==> config.mk <==
export PLATFORM = sky130hd
export DESIGN_NAME = lefs_top
export DESIGN_NICKNAME = d
export VERILOG_FILES = /design/src/hw/lefs_pkg.sv /design/src/hw/lefs_gear.sv /design/src/hw/lefs_quad_decoder.sv /design/src/hw/lefs_top.sv
export VERILOG_INCLUDE_DIRS = /design/src /design/src/hw
export SDC_FILE = /design/constraint.sdc
export NUM_CORES = 2
export LEC_CHECK = 0
export BUFFER_PORTS_ARGS = -buffer_cell sky130_fd_sc_hd__buf_2
export CAP_MARGIN = 30
export CORE_AREA = 2 2 392 394
export CTS_CLUSTER_DIAMETER = 100
export DETAILED_ROUTE_END_ITERATION = 8
export DIE_AREA = 0 0 394 396
export PLACE_DENSITY_LB_ADDON = 0.15
export SETUP_SLACK_MARGIN = 0.5
export SKIP_CTS_REPAIR_TIMING = 1
export SLEW_MARGIN = 20
export SYNTH_ARGS = -nofsm -noshare
export SYNTH_HDL_FRONTEND = slang
export SYNTH_HIERARCHICAL = 1
export SYNTH_SLANG_ARGS = --single-unit
==> constraint.sdc <==
create_clock -name clk -period 47.9 [get_ports clk]
set_input_delay 4.79 -clock clk [delete_from_list [all_inputs] [get_ports clk]]
set_output_delay 4.79 -clock clk [all_outputs]
set_load 0.01 [all_outputs]
==> src/hw/lefs_consts.svh <==
// Purpose: Offsets, field positions, reset values and limits of the load encoder feedback scaling block
// Assumes: Word-aligned register map on a plain strobe port
// Notes:   Definitions only
`ifndef LEFS_CONSTS_SVH
`define LEFS_CONSTS_SVH

`define LEFS_ADDR_W          8
`define LEFS_OFS_CTRL        8'h00
`define LEFS_OFS_GEAR_NUM    8'h04
`define LEFS_OFS_GEAR_DEN    8'h08
`define LEFS_OFS_MOTOR_PPR   8'h0C
`define LEFS_OFS_ERR_LIMIT   8'h10
`define LEFS_OFS_STATUS      8'h14
`define LEFS_OFS_MASK        8'h18
`define LEFS_OFS_ALARM       8'h1C
`define LEFS_OFS_LOAD_CUM    8'h20
`define LEFS_OFS_MOTOR_RAW   8'h24
`define LEFS_OFS_MOTOR_GEAR  8'h28
`define LEFS_OFS_LOAD_INFO1  8'h2C

`define LEFS_CTRL_LOAD_POL   0
`define LEFS_CTRL_MOTOR_DIR  1
`define LEFS_ST_PARAM_ERR    0
`define LEFS_ST_LOOP_ERR     1
`define LEFS_ST_REF_MARK     2
`define LEFS_ST_W            3

`define LEFS_RST_GEAR_NUM    32'h0001_0001
`define LEFS_RST_GEAR_DEN    32'h0001_0001
`define LEFS_RST_MOTOR_PPR   32'h0004_0000
`define LEFS_RST_ERR_LIMIT   32'h0000_1000

`define LEFS_ALARM_NONE      8'h00
`define LEFS_ALARM_PARAM     8'h25
`define LEFS_ALARM_LOOP      8'h2A

`define LEFS_LOAD_PPR_MIN    64'h0000_0000_0000_1000
`define LEFS_LOAD_PPR_MAX    64'h0000_0000_0400_0000

`endif

==> src/hw/lefs_pkg.sv <==
// Purpose: Types shared by the load encoder feedback scaling block
// Assumes: Nothing beyond the constants header
// Notes:   Structs only
package lefs_pkg;

  typedef struct packed {
    logic a;
    logic b;
    logic z;
  } lefs_enc_s;

  typedef struct packed {
    logic step;
    logic up;
  } lefs_step_s;

  typedef struct packed {
    logic [15:0] num_b;
    logic [15:0] num_a;
    logic [15:0] den_b;
    logic [15:0] den_a;
  } lefs_gear_cfg_s;

endpackage

==> src/hw/lefs_gear.sv <==
// Purpose: Fractional electronic gear from motor steps to load-side units
// Assumes: Motor steps arrive far slower than clk when the ratio exceeds one
// Notes:   At most one geared step per cycle; the remainder absorbs any backlog
`timescale 1ns/1ps
`default_nettype none
module lefs_gear
  import lefs_pkg::*;
#(
  parameter int REM_W = 40
)(
  input  wire logic        clk,
  input  wire logic        rst_n,
  input  wire logic        enable,
  input  wire lefs_step_s  motor,
  input  wire logic [31:0] num,
  input  wire logic [31:0] den,
  output lefs_step_s       geared
);

  logic signed [REM_W-1:0] rem;
  logic signed [REM_W-1:0] tmp;
  logic signed [REM_W-1:0] num_s;
  logic signed [REM_W-1:0] den_s;

  assign num_s = REM_W'(num);
  assign den_s = REM_W'(den);

  always_comb begin
    tmp = rem;
    if (motor.step) begin
      tmp = motor.up ? rem + num_s : rem - num_s;
    end
  end

  // Exact remainder kept between steps, so no rounding drift builds up
  always_ff @(posedge clk or negedge rst_n) begin
    if (!rst_n) begin
      rem    <= '0;
      geared <= '0;
    end else if (!enable) begin
      geared <= '0;
    end else if (tmp >= den_s) begin
      rem    <= tmp - den_s;
      geared <= '{step: 1'b1, up: 1'b1};
    end else if (tmp < 0) begin
      rem    <= tmp + den_s;
      geared <= '{step: 1'b1, up: 1'b0};
    end else begin
      rem    <= tmp;
      geared <= '0;
    end
  end

  gear_remainder_a: assert property (@(posedge clk) disable iff (!rst_n)
    (enable && motor.step && motor.up && rem >= 0 && (rem + num_s) < den_s)
      |=> (rem == $past(rem) + $past(num_s) && !geared.step))
    else $error("gear remainder not carried");

endmodule
`default_nettype wire

==> src/hw/lefs_quad_decoder.sv <==
// Purpose: Quadrature decoder for the load-side encoder, four counts per line cycle
// Assumes: A, B and Z already synchronous to clk
// Notes:   First sample after reset only primes the history
`timescale 1ns/1ps
`default_nettype none
module lefs_quad_decoder
  import lefs_pkg::*;
(
  input  wire logic       clk,
  input  wire logic       rst_n,
  input  wire lefs_enc_s  enc,
  input  wire logic       polarity,
  output lefs_step_s      step,
  output logic            ref_mark
);

  logic a_q;
  logic b_q;
  logic z_q;
  logic primed;
  logic moved;
  logic fwd;

  // Exactly one phase changed is a legal edge; both at once is dropped
  assign moved = (enc.a ^ a_q) ^ (enc.b ^ b_q);
  assign fwd   = enc.a ^ b_q;

  always_ff @(posedge clk or negedge rst_n) begin
    if (!rst_n) begin
      a_q    <= 1'b0;
      b_q    <= 1'b0;
      z_q    <= 1'b0;
      primed <= 1'b0;
    end else begin
      a_q    <= enc.a;
      b_q    <= enc.b;
      z_q    <= enc.z;
      primed <= 1'b1;
    end
  end

  always_ff @(posedge clk or negedge rst_n) begin
    if (!rst_n) begin
      step     <= '0;
      ref_mark <= 1'b0;
    end else begin
      step.step <= primed & moved;
      step.up   <= fwd ^ polarity;
      ref_mark  <= primed & enc.z & ~z_q;
    end
  end

  polarity_map_a: assert property (@(posedge clk) disable iff (!rst_n)
    (primed && moved) |=> (step.step && step.up == ($past(fwd) ^ $past(polarity))))
    else $error("load step direction ignores polarity");

endmodule
`default_nettype wire

==> src/hw/lefs_top.sv <==
// Purpose: Load-side encoder feedback, feedback gear, cumulative counts and closed-loop checks
// Assumes: Encoder and motor step inputs synchronous to clk; registers on a plain strobe port
// Notes:   Counts wrap at CNT_W bits; mismatch check uses the wrapped difference
`timescale 1ns/1ps
`default_nettype none
`include "lefs_consts.svh"
module lefs_top
  import lefs_pkg::*;
#(
  parameter int CNT_W = 32
)(
  input  wire logic                    clk,
  input  wire logic                    rst_n,
  input  wire logic [`LEFS_ADDR_W-1:0] addr,
  input  wire logic [31:0]             wdata,
  input  wire logic                    wr_en,
  input  wire logic                    rd_en,
  output logic [31:0]                  rdata,
  input  wire lefs_enc_s               load_enc,
  input  wire lefs_step_s              motor_fb,
  input  wire logic                    positioning,
  input  wire logic                    cmd_dir,
  output logic                         motor_cmd_dir,
  output logic [7:0]                   alarm_code,
  output logic                         irq
);

  logic                    load_pol;
  logic                    motor_rot_sel;
  lefs_gear_cfg_s          gear_cfg;
  logic [31:0]             motor_ppr;
  logic [31:0]             err_limit;
  logic [`LEFS_ST_W-1:0]   status;
  logic [`LEFS_ST_W-1:0]   mask;
  logic [`LEFS_ST_W-1:0]   events;
  logic [`LEFS_ST_W-1:0]   w1c;
  logic [CNT_W-1:0]        load_cum;
  logic [CNT_W-1:0]        load_info1;
  logic [CNT_W-1:0]        motor_raw;
  logic [CNT_W-1:0]        motor_geared;
  logic [CNT_W-1:0]        cnt_diff;
  logic [CNT_W-1:0]        abs_diff;
  logic [31:0]             gear_num;
  logic [31:0]             gear_den;
  logic [63:0]             load_ppr_scaled;
  logic [63:0]             den_wide;
  logic                    param_invalid;
  logic                    loop_mismatch;
  lefs_step_s              load_step;
  lefs_step_s              geared_step;
  logic                    ref_mark;
  logic                    wr_ctrl;
  logic [31:0]             next_rdata;

  // Load-side decoder: polarity applies here and nowhere else
  lefs_quad_decoder u_decoder (
    .clk      (clk),
    .rst_n    (rst_n),
    .enc      (load_enc),
    .polarity (load_pol),
    .step     (load_step),
    .ref_mark (ref_mark)
  );

  // Gear products; each factor is 16 bits so the products fit 32
  assign gear_num = 32'(gear_cfg.num_a) * 32'(gear_cfg.num_b);
  assign gear_den = 32'(gear_cfg.den_a) * 32'(gear_cfg.den_b);

  lefs_gear u_gear (
    .clk    (clk),
    .rst_n  (rst_n),
    .enable (~param_invalid),
    .motor  (motor_fb),
    .num    (gear_num),
    .den    (gear_den),
    .geared (geared_step)
  );

  // Load pulses per motor rev = motor_ppr * num / den, checked against den-scaled bounds
  assign load_ppr_scaled = 64'(motor_ppr) * 64'(gear_num);
  assign den_wide        = 64'(gear_den);

  always_comb begin
    param_invalid = 1'b0;
    if (gear_num == 32'h0000_0000 || gear_den == 32'h0000_0000) begin
      param_invalid = 1'b1;
    end else if (load_ppr_scaled < (den_wide * `LEFS_LOAD_PPR_MIN)) begin
      param_invalid = 1'b1;
    end else if (load_ppr_scaled > (den_wide * `LEFS_LOAD_PPR_MAX)) begin
      param_invalid = 1'b1;
    end
  end

  // Signed difference of wrapped counts, so wrap-around is harmless
  assign cnt_diff      = motor_geared - load_cum;
  assign abs_diff      = cnt_diff[CNT_W-1] ? CNT_W'(-cnt_diff) : cnt_diff;
  assign loop_mismatch = positioning & ~param_invalid & (32'(abs_diff) > err_limit);

  assign events[`LEFS_ST_PARAM_ERR] = param_invalid;
  assign events[`LEFS_ST_LOOP_ERR]  = loop_mismatch;
  assign events[`LEFS_ST_REF_MARK]  = ref_mark;

  assign wr_ctrl = wr_en & (addr == `LEFS_OFS_CTRL);
  assign w1c     = (wr_en && addr == `LEFS_OFS_STATUS) ? wdata[`LEFS_ST_W-1:0] : '0;

  // Configuration registers
  always_ff @(posedge clk or negedge rst_n) begin
    if (!rst_n) begin
      load_pol      <= 1'b0;
      motor_rot_sel <= 1'b0;
    end else if (wr_ctrl) begin
      load_pol      <= wdata[`LEFS_CTRL_LOAD_POL];
      motor_rot_sel <= wdata[`LEFS_CTRL_MOTOR_DIR];
    end
  end

  always_ff @(posedge clk or negedge rst_n) begin
    if (!rst_n) begin
      gear_cfg  <= {`LEFS_RST_GEAR_NUM, `LEFS_RST_GEAR_DEN};
      motor_ppr <= `LEFS_RST_MOTOR_PPR;
      err_limit <= `LEFS_RST_ERR_LIMIT;
      mask      <= '0;
    end else if (wr_en) begin
      unique case (addr)
        `LEFS_OFS_GEAR_NUM:  gear_cfg[63:32] <= wdata;
        `LEFS_OFS_GEAR_DEN:  gear_cfg[31:0]  <= wdata;
        `LEFS_OFS_MOTOR_PPR: motor_ppr       <= wdata;
        `LEFS_OFS_ERR_LIMIT: err_limit       <= wdata;
        `LEFS_OFS_MASK:      mask            <= wdata[`LEFS_ST_W-1:0];
        default: begin
        end
      endcase
    end
  end

  // Sticky status: a new event outranks a clear in the same cycle
  always_ff @(posedge clk or negedge rst_n) begin
    if (!rst_n) begin
      status <= '0;
    end else begin
      status <= (status & ~w1c) | events;
    end
  end

  always_ff @(posedge clk or negedge rst_n) begin
    if (!rst_n) begin
      irq <= 1'b0;
    end else begin
      irq <= |((status & ~w1c | events) & mask);
    end
  end

  // Parameter alarm takes precedence over the closed-loop alarm
  always_ff @(posedge clk or negedge rst_n) begin
    if (!rst_n) begin
      alarm_code <= `LEFS_ALARM_NONE;
    end else if (param_invalid) begin
      alarm_code <= `LEFS_ALARM_PARAM;
    end else if (loop_mismatch || status[`LEFS_ST_LOOP_ERR]) begin
      alarm_code <= `LEFS_ALARM_LOOP;
    end else begin
      alarm_code <= `LEFS_ALARM_NONE;
    end
  end

  // Motor rotation direction only flips the command, never the feedback counts
  always_ff @(posedge clk or negedge rst_n) begin
    if (!rst_n) begin
      motor_cmd_dir <= 1'b0;
    end else begin
      motor_cmd_dir <= cmd_dir ^ motor_rot_sel;
    end
  end

  // Cumulative counts
  always_ff @(posedge clk or negedge rst_n) begin
    if (!rst_n) begin
      load_cum <= '0;
    end else if (load_step.step) begin
      load_cum <= load_step.up ? load_cum + 1'b1 : load_cum - 1'b1;
    end
  end

  always_ff @(posedge clk or negedge rst_n) begin
    if (!rst_n) begin
      load_info1 <= '0;
    end else if (ref_mark) begin
      load_info1 <= '0;
    end else if (load_step.step) begin
      load_info1 <= load_step.up ? load_info1 + 1'b1 : load_info1 - 1'b1;
    end
  end

  always_ff @(posedge clk or negedge rst_n) begin
    if (!rst_n) begin
      motor_raw <= '0;
    end else if (motor_fb.step) begin
      motor_raw <= motor_fb.up ? motor_raw + 1'b1 : motor_raw - 1'b1;
    end
  end

  always_ff @(posedge clk or negedge rst_n) begin
    if (!rst_n) begin
      motor_geared <= '0;
    end else if (geared_step.step) begin
      motor_geared <= geared_step.up ? motor_geared + 1'b1 : motor_geared - 1'b1;
    end
  end

  // Read mux; unmapped offsets read as zero
  always_comb begin
    next_rdata = 32'h0000_0000;
    unique case (addr)
      `LEFS_OFS_CTRL:       next_rdata = {30'h0, motor_rot_sel, load_pol};
      `LEFS_OFS_GEAR_NUM:   next_rdata = gear_cfg[63:32];
      `LEFS_OFS_GEAR_DEN:   next_rdata = gear_cfg[31:0];
      `LEFS_OFS_MOTOR_PPR:  next_rdata = motor_ppr;
      `LEFS_OFS_ERR_LIMIT:  next_rdata = err_limit;
      `LEFS_OFS_STATUS:     next_rdata = 32'(status);
      `LEFS_OFS_MASK:       next_rdata = 32'(mask);
      `LEFS_OFS_ALARM:      next_rdata = 32'(alarm_code);
      `LEFS_OFS_LOAD_CUM:   next_rdata = 32'(load_cum);
      `LEFS_OFS_MOTOR_RAW:  next_rdata = 32'(motor_raw);
      `LEFS_OFS_MOTOR_GEAR: next_rdata = 32'(motor_geared);
      `LEFS_OFS_LOAD_INFO1: next_rdata = 32'(load_info1);
      default:              next_rdata = 32'h0000_0000;
    endcase
  end

  // Read data stands only in the cycle after the strobe
  always_ff @(posedge clk or negedge rst_n) begin
    if (!rst_n) begin
      rdata <= 32'h0000_0000;
    end else begin
      rdata <= rd_en ? next_rdata : 32'h0000_0000;
    end
  end

  param_alarm_a: assert property (@(posedge clk) disable iff (!rst_n)
    param_invalid |=> (alarm_code == `LEFS_ALARM_PARAM && status[`LEFS_ST_PARAM_ERR]))
    else $error("parameter alarm not raised");

  gear_zero_a: assert property (@(posedge clk) disable iff (!rst_n)
    (gear_cfg.den_a == 16'h0000) |-> param_invalid)
    else $error("zero denominator accepted");

  ppr_range_a: assert property (@(posedge clk) disable iff (!rst_n)
    (gear_num == gear_den && gear_num != 32'h0 && motor_ppr > `LEFS_LOAD_PPR_MAX) |-> param_invalid)
    else $error("load pulses per rev above range accepted");

  loop_alarm_a: assert property (@(posedge clk) disable iff (!rst_n)
    (loop_mismatch ##1 !param_invalid) |-> (status[`LEFS_ST_LOOP_ERR] && alarm_code == `LEFS_ALARM_LOOP))
    else $error("closed loop alarm not raised");

  no_idle_alarm_a: assert property (@(posedge clk) disable iff (!rst_n)
    (!positioning && !status[`LEFS_ST_LOOP_ERR]) |=> !status[`LEFS_ST_LOOP_ERR])
    else $error("closed loop alarm outside positioning");

  load_count_a: assert property (@(posedge clk) disable iff (!rst_n)
    load_step.step |=> (load_cum == ($past(load_step.up) ? $past(load_cum) + 1'b1 : $past(load_cum) - 1'b1)))
    else $error("load cumulative count wrong");

  ref_clear_a: assert property (@(posedge clk) disable iff (!rst_n)
    ref_mark |=> (load_info1 == '0 && status[`LEFS_ST_REF_MARK]))
    else $error("load information one not cleared");

  raw_count_a: assert property (@(posedge clk) disable iff (!rst_n)
    (!motor_fb.step) |=> (motor_raw == $past(motor_raw)))
    else $error("raw motor count moved without a step");

  cmd_dir_a: assert property (@(posedge clk) disable iff (!rst_n)
    ($changed(motor_rot_sel) && !wr_ctrl) |=> (load_pol == $past(load_pol) &&
      motor_cmd_dir == ($past(cmd_dir) ^ $past(motor_rot_sel))))
    else $error("rotation direction disturbed polarity");

  unity_track_a: assert property (@(posedge clk) disable iff (!rst_n)
    (gear_num == gear_den && !param_invalid && motor_fb.step && motor_fb.up) |=> geared_step.step)
    else $error("unity gear did not track motor step");

  set_wins_a: assert property (@(posedge clk) disable iff (!rst_n)
    (ref_mark && w1c[`LEFS_ST_REF_MARK]) |=> status[`LEFS_ST_REF_MARK])
    else $error("event lost to simultaneous clear");

  // Bus, status, alarm, gear and counter checks, all in the single clk domain
  rdata_idle_a: assert property (@(posedge clk) disable iff (!rst_n)
    !rd_en |=> (rdata == 32'h0000_0000))
    else $error("read data outside the read cycle");

  irq_mask_a: assert property (@(posedge clk) disable iff (!rst_n)
    (mask == '0) |=> !irq)
    else $error("interrupt with every source masked");

  status_clear_a: assert property (@(posedge clk) disable iff (!rst_n)
    (w1c[`LEFS_ST_REF_MARK] && !ref_mark) |=> !status[`LEFS_ST_REF_MARK])
    else $error("status bit survived its clear");

  ref_sticky_a: assert property (@(posedge clk) disable iff (!rst_n)
    (status[`LEFS_ST_REF_MARK] && !w1c[`LEFS_ST_REF_MARK]) |=> status[`LEFS_ST_REF_MARK])
    else $error("sticky status bit dropped");

  alarm_none_a: assert property (@(posedge clk) disable iff (!rst_n)
    (!param_invalid && !loop_mismatch && !status[`LEFS_ST_LOOP_ERR]) |=> (alarm_code == `LEFS_ALARM_NONE))
    else $error("alarm without a cause");

  loop_gate_a: assert property (@(posedge clk) disable iff (!rst_n)
    param_invalid |-> !loop_mismatch)
    else $error("closed loop check ran on invalid gear");

  gear_frozen_a: assert property (@(posedge clk) disable iff (!rst_n)
    param_invalid |=> !geared_step.step)
    else $error("gear stepped with invalid settings");

  raw_step_a: assert property (@(posedge clk) disable iff (!rst_n)
    motor_fb.step |=> (motor_raw == ($past(motor_fb.up) ? $past(motor_raw) + 1'b1 : $past(motor_raw) - 1'b1)))
    else $error("raw motor count missed a step");

  info_count_a: assert property (@(posedge clk) disable iff (!rst_n)
    (load_step.step && !ref_mark) |=>
      (load_info1 == ($past(load_step.up) ? $past(load_info1) + 1'b1 : $past(load_info1) - 1'b1)))
    else $error("load information one count wrong");

  geared_count_a: assert property (@(posedge clk) disable iff (!rst_n)
    geared_step.step |=>
      (motor_geared == ($past(geared_step.up) ? $past(motor_geared) + 1'b1 : $past(motor_geared) - 1'b1)))
    else $error("geared motor count wrong");

  load_hold_a: assert property (@(posedge clk) disable iff (!rst_n)
    (!load_step.step) |=> (load_cum == $past(load_cum)))
    else $error("load count moved without a step");

endmodule
`default_nettype wire

Word-level counts from Yosys, hierarchy flattened

Index checks and enable logic that the tools add are counted.

Register bits after elaboration: 355
Bits in latches: 0
RAM bits: 0
Memory bits (read-only): 0
Bits of input ports: 51
Output and inout port bits: 42
Word-level logic and storage cells: 114
Memories kept: 0

$add $sub $neg: 14
$mul: 3
Div/mod/pow operators: 0
Magnitude comparators: 5
Equality and inequality tests: 11
Shifts and indexed selects: 0
Multiplexer cells: 22
Bitwise operators: 18
Reduce and logical (&&, ||, !) cells: 13

Operator list:

| operator              | count |
|---|---|
| $pmux 32 s12          | 1 |
| $mux 32               | 8 |
| $mux 40               | 4 |
| $add 32x1->32 const B | 4 |
| $sub 32x1->32 const B | 4 |
| $add 40x33->40        | 2 |
| $sub 40x33->40        | 2 |
| $gt 64x58->1          | 1 |
| $logic_not 32->1      | 2 |
| $lt 64x44->1          | 1 |
| $mul 16x16->32        | 2 |
| $mul 32x32->64        | 1 |
| $ge 40x33->1          | 1 |
| $lt 40x1->1 const B   | 1 |
| $eq 8x5->1 const B    | 4 |
| $eq 8x6->1 const B    | 4 |
| $gt 32x32->1          | 1 |
| $neg 32->32           | 1 |
| $sub 32x32->32        | 1 |
| $eq 8x4->1 const B    | 2 |
| $mux 6                | 2 |
| $reduce_and 2->1      | 5 |
| $eq 8x3->1 const B    | 1 |
| $logic_not 8->1       | 1 |
| other kinds (13)      | 30 |

Depth between registers and ports, before layout

Word-level depth: 12
Mapped depth: 72
Gate-level depth less buffers: 65

Hierarchy

Netlist, hierarchy kept.

Modules (own cells, without submodules):

| module            | instances | cells an instance | area an instance (um2) | sequential area each (um2) |
|---|---|---|---|---|
| lefs_top          | 1         | 8274              | 72967.5                | 7539.7 |
| lefs_gear         | 1         | 1419              | 9978.3                 | 1051.0 |
| lefs_quad_decoder | 1         | 15                | 227.7                  | 175.2 |

Least setup slack after synthesis

Ideal clock, no wire load.

Kind: reg-to-reg
Start: register gear_cfg[55] (netlist bit)
End: register u_gear.rem[18]
Setup time: 0.067 ns
Arrival time: 16.091 ns
Data required time: 47.833 ns
Slack: 31.742 ns
Cell stages (with the launch flop): 68
Buffers on the path: 8
Clock period less this slack: 16.158 ns
Cell sequence: dfrtp_1 > clkbuf_1 > clkbuf_1 > nand2_1 > fa_1 > inv_1 > fa_1 > inv_1 > fa_1 > inv_1 > fa_1 > fa_1 > inv_1 > fa_1 > inv_1 > ha_1 > clkbuf_1 > a21o_1 > [32 not listed] > ha_1 > nand3_1 > a2111oi_0 > nand4_1 > nor3_1 > o2111ai_1 > nor4_1 > o2111ai_1 > o41ai_1 > o2111a_1 > o31a_1 > nand4b_2 > inv_1 > clkbuf_1 > clkbuf_1 > clkbuf_1 > o21ai_0 > nand2_1

Elaborated cells between the ends (all ways): 19
Classes of those cells: 4 x add/sub; 2 x mul; 4 x order compare; 7 x mux; 2 x reduce/logical

RTL lines:

| item                   | line            | RTL |
|---|---|---|
| start, declared        | lefs_top.sv:30  | `lefs_gear_cfg_s gear_cfg;` |
| start signal, assigned | lefs_top.sv:119 | `` gear_cfg <= {`LEFS_RST_GEAR_NUM, `LEFS_RST_GEAR_DEN}; `` |
| $mul 16x16->32 (*)     | lefs_top.sv:66  | `assign gear_num = 32'(gear_cfg.num_a) * 32'(gear_cfg.num_b);` |
| $mul 32x32->64         | lefs_top.sv:80  | `assign load_ppr_scaled = 64'(motor_ppr) * 64'(gear_num);` |
| $gt 64x58->1           | lefs_top.sv:89  | `` end else if (load_ppr_scaled > (den_wide * `LEFS_LOAD_PPR_MAX)) begin `` |
| $mux 1                 | lefs_top.sv:89  |  |
| $mux 1                 | lefs_top.sv:87  | `` end else if (load_ppr_scaled < (den_wide * `LEFS_LOAD_PPR_MIN)) begin `` |
| $mux 1 (*)             | lefs_top.sv:85  | `if (gear_num == 32'h0000_0000 \|\| gear_den == 32'h0000_0000) begin` |
| net param_invalid      | lefs_top.sv:47  | `logic param_invalid;` |
| end signal, assigned   | lefs_gear.sv:43 | `rem <= tmp - den_s;` |
| end signal, assigned   | lefs_gear.sv:46 | `rem <= tmp + den_s;` |
| end signal, assigned   | lefs_gear.sv:49 | `rem <= tmp;` |
| end, declared          | lefs_gear.sv:20 | `logic signed [REM_W-1:0] rem;` |

Mark *: on every way through the listed nets, which the timed path passes. The rest lies on a longest branch.
A chain may end at the register's enable or synchronous reset.

Final worst setup path

Start: register gear_cfg[43] (netlist bit)
End: register u_gear.rem[36]

Same word-level chain as after synthesis.

==> metrics.csv <==
stage,metric,value,unit
power_and_ir_drop,Int Power,1400,µW
global_routing,largest net degree at the start of global routing,76,
cts,CTS tree,built,
sta,"Min Clock Period, post-route",20600,ps
global_routing,vias in the first global route,73500,
logic_synthesis,Main synth FF type,dfrtp_1,
layout,"Area growth, synth to finish",4.78,%
logic_synthesis,Post-synth ARST share,100,%
sta,Final Hold Viols,0,
floorplan,starting density of the core,54.9,%
logic_synthesis,Post-synth EDFFs,0,
critical_path,Slowest cell on crit path,dfrtp_1,
cts,CTS H-Tree Depth,2,
logic_synthesis,Post-Syn Instances,9708,
logic_synthesis,Post-Synth Simple-Gate Area,16.2,%
power_and_ir_drop,pwr/cell area,33.6,nW/µm²
power_and_ir_drop,Logic pwr share,71.6,%
sta,worst slew pin tran,1010,ps
detailed_routing,vias per cell,6.05,
place,Port Buffers,89,
critical_path,Crit path required time,48330,ps
sta,Clock Skew,74.8,ps
floorplan,die area,156000,µm²
critical_path,crit-path max FO,35,
global_routing,antenna violations before repair,17,
layout,"commonest non-fill, non-tap cell in the layout",inv_1,
detailed_routing,routed via count,69900,
detailed_routing,DRT antenna net count,0,
critical_path,"slowest stage delay, CP",850,ps
global_routing,all-layer global routing usage,36.6,%
power_and_ir_drop,Leak,0.0441,µW
logic_synthesis,YS warnings,6,
logic_synthesis,Syn Std Cell Area,83200,µm²
detailed_routing,mean routed wirelength per cell,24.4,µm
min_path,Hold WC Path Type,reg -> reg,
power_and_ir_drop,switching share of total power,52.1,%
flow_run,Max-Cap Viols,0,
cts,clk root buf,clkbuf_16,
logic_synthesis,Synth Area in XOR/XNOR,3.61,%
sta,final setup fails,0,
cts,clk sink count,350,
critical_path,Startpoint Class,flop,
floorplan,num rows,143,
logic_synthesis,Synth Area in Compound Gates,12.5,%
sta,RSZ-0062 raised after global routing,no,
detailed_routing,Iter 0 DRT Violations,5982,
power_and_ir_drop,Seq pwr share,17.0,%
outcome,outcome,"complete, no violations",
power_and_ir_drop,Clock Power Share,11.4,%
sta,fin crit share,43.0,%
global_routing,first-pass GRT wire length,438000,µm
logic_synthesis,"area leader, netlist",fa_1,
layout,most frequent cells in the layout,"1,737 x inv_1, 1,371 x nand2_1, 1,292 x fa_1, 824 x ha_1, 485 x and2_1",
logic_synthesis,top-area cell type share of the netlist area,31.1,%
floorplan,num ports,93,
sta,slack of the critical path,27300,ps
sta,Slew HR,32.6,%
layout,fill count,13900,
critical_path,Setup crit end kind,flop,
power_and_ir_drop,switching pwr,1530,µW
cts,Bufs on Longest Clock Path,3,
cts,clock latency on the worst-skew pair,620,ps
floorplan,CORE AREA,152000,µm²
sta,"Slew Viols, Final",0,
detailed_routing,DRC,0,
logic_synthesis,Post-Synth Adder-Cell Area,43.5,%
logic_synthesis,"Distinct cells, synth",103,
critical_path,Most Frequent Cell on Critical Path,fa_1,
layout,Nets,11700,
logic_synthesis,Avg Synthesized Cell Area,8.57,µm²
cts,Num CTS Buffers,40,
cts,Clock transition at path regs,70,ps
detailed_routing,Initial DRT Pass Iterations,8,
power_and_ir_drop,VDD IR max,0.0500,mV
global_routing,Congestion Overflow GR,0,
place,DP Worst Slack,27800,ps
sta,hold slack,401,ps
place,hpwl dp,217000,µm
sta,Setup Total Neg Slack,0,ps
logic_synthesis,"top cells by area, synth","fa_1 31%, ha_1 12%, dfrtp_1 10%",
detailed_routing,Routed WL,282000,µm
critical_path,Setup CP Type,reg -> reg,
logic_synthesis,"FF+latch count, synth",350,
logic_synthesis,share of the yosys chip area belonging to registers,10.5,%
critical_path,WP data arrival,21030,ps
place,RePlAce Congestion,1.01,
logic_synthesis,mux contribution to synthesized area,3.43,%
logic_synthesis,largest family of logic cells by synthesized area,adder cells,
floorplan,Die Ht,396,µm
floorplan,Die Span X,394,µm
layout,share of cells above drive strength 1,6.47,%
sta,highest clock rate,48.6,MHz
## per-layer routing
| layer | part of all wire (%) | track usage, % | vias to the layer above |
|---|---|---|---|
| li1 | - | - | 30800 |
| met1 | 41 | 49.1 | 35300 |
| met2 | 46 | 59.0 | 3078 |
| met3 | 8.4 | 5.99 | 690 |
| met4 | 4.7 | 15.5 | 2 |
| met5 | 0.0032 | 0 | - |
## cells by family (layout without fill, tap and decap cells)
kind of cell / Yosys count / in the layout
XOR/XNOR: 343 / 343
other: 2 / 11
adder cells (fa/ha/maj): 2116 / 2116
AO/OA/AOI/OAI: 1554 / 1554
buffers and inverters: 2233 / 2043
flip-flops: 350 / 350
AND/OR/NAND/NOR: 2851 / 2851
multiplexers: 259 / 259
## state kept, by name (all words and copies together), names as in the netlist, 32 cells and up
name / flops
load_info1: 32
u_gear/rem: 40
motor_raw: 32
rdata: 32
motor_geared: 32
err_limit: 32
load_cum: 32
gear_cfg: 64
motor_ppr: 32
## area by class of cell
cell class / count / area (µm²) / area share [%]
Multi-Input combinational cell: 7127 / 66300 / 76.0
Sequential cell: 350 / 8770 / 10.1
Inverter: 1740 / 6530 / 7.49
Tap cell: 2030 / 2540 / 2.91
Timing Repair Buffer: 229 / 1610 / 1.85
Clock buffer: 49 / 1070 / 1.23
Clock inverter: 25 / 337 / 0.386
Antenna cell: 7 / 17.5 / 0.0201
## worst max-delay path: cells and delay by family, from the launching register on
kind                       cells  cell delay (ps)
AOI/OAI and AO/OA             19             6030
buffers and inverters          9             2160
adders and majority gates     17             8050
xor gates and xnor gates       2              300
and+or+nand+nor               13             2970
DFF                            1              850
## Yosys cell counts (48+ instances only)
| library cell | instances |
|---|---|
| and3_1 | 75 |
| nand4_1 | 77 |
| o21a_1 | 64 |
| a21oi_1 | 412 |
| and2_1 | 485 |
| inv_1 | 1740 |
| xnor2_1 | 224 |
| a211oi_1 | 59 |
| nor2b_1 | 50 |
| nand2_1 | 1371 |
| nand2b_1 | 72 |
| xor2_1 | 119 |
| mux2i_1 | 48 |
| a21o_1 | 176 |
| a22oi_1 | 117 |
| nand3_1 | 118 |
| ha_1 | 824 |
| dfrtp_1 | 344 |
| mux2_2 | 211 |
| nor2_1 | 337 |
| fa_1 | 1292 |
| clkbuf_1 | 446 |
| o21ai_0 | 243 |
| nor3_1 | 94 |
## power by group through the flow
| stage | clock network [µW] | logic (µW) | registers [µW] |
|---|---|---|---|
| 6_report | 334 | 2100 | 498 |
| 5_1_grt | 349 | 2310 | 503 |
| 4_1_cts | 337 | 2060 | 491 |
| 3_5_place_dp | 0 | 2040 | 495 |
| 3_3_place_gp | 0 | 2000 | 493 |
| 2_1_floorplan | 0 | 1570 | 427 |
## worst paths after layout
| kind | from | endpoint | slack (ps) | depth (start not counted) |
|---|---|---|---|---|
| max reg2reg | gear_cfg[43]$_DFFE_PN0P_ | u_gear/rem[36]$_DFFE_PN0P_ | 27300 | 60 |
| min reg2reg | u_decoder/z_q$_DFF_PN0_ | u_decoder/ref_mark$_DFF_PN0_ | 400 | 1 |
| min in group asynchronous | rst_n | motor_geared[1]$_DFFE_PN0P_ | 4120 | 1 |
| min | u_decoder/z_q$_DFF_PN0_ | u_decoder/ref_mark$_DFF_PN0_ | 400 | 1 |
| max | gear_cfg[43]$_DFFE_PN0P_ | u_gear/rem[36]$_DFFE_PN0P_ | 27300 | 60 |
| max in group asynchronous | rst_n | motor_ppr[18]$_DFFE_PN1P_ | 42200 | 4 |
## per-stage QoR
step | utilization, % | cell area, µm² | instances | total power [µW]
final | 57.5 | 87200 | 11600 | 2930
after global routing | 57.5 | 87100 | 11600 | 3170
after CTS | 57.4 | 87000 | 11500 | 2880
after detailed placement | 56.5 | 85600 | 11500 | 2540
after global placement | 56.5 | 85600 | 11500 | 2490
after floorplan | - | 83200 | 9710 | 1990
No activity file was read; power rests on OpenSTA's default activity.
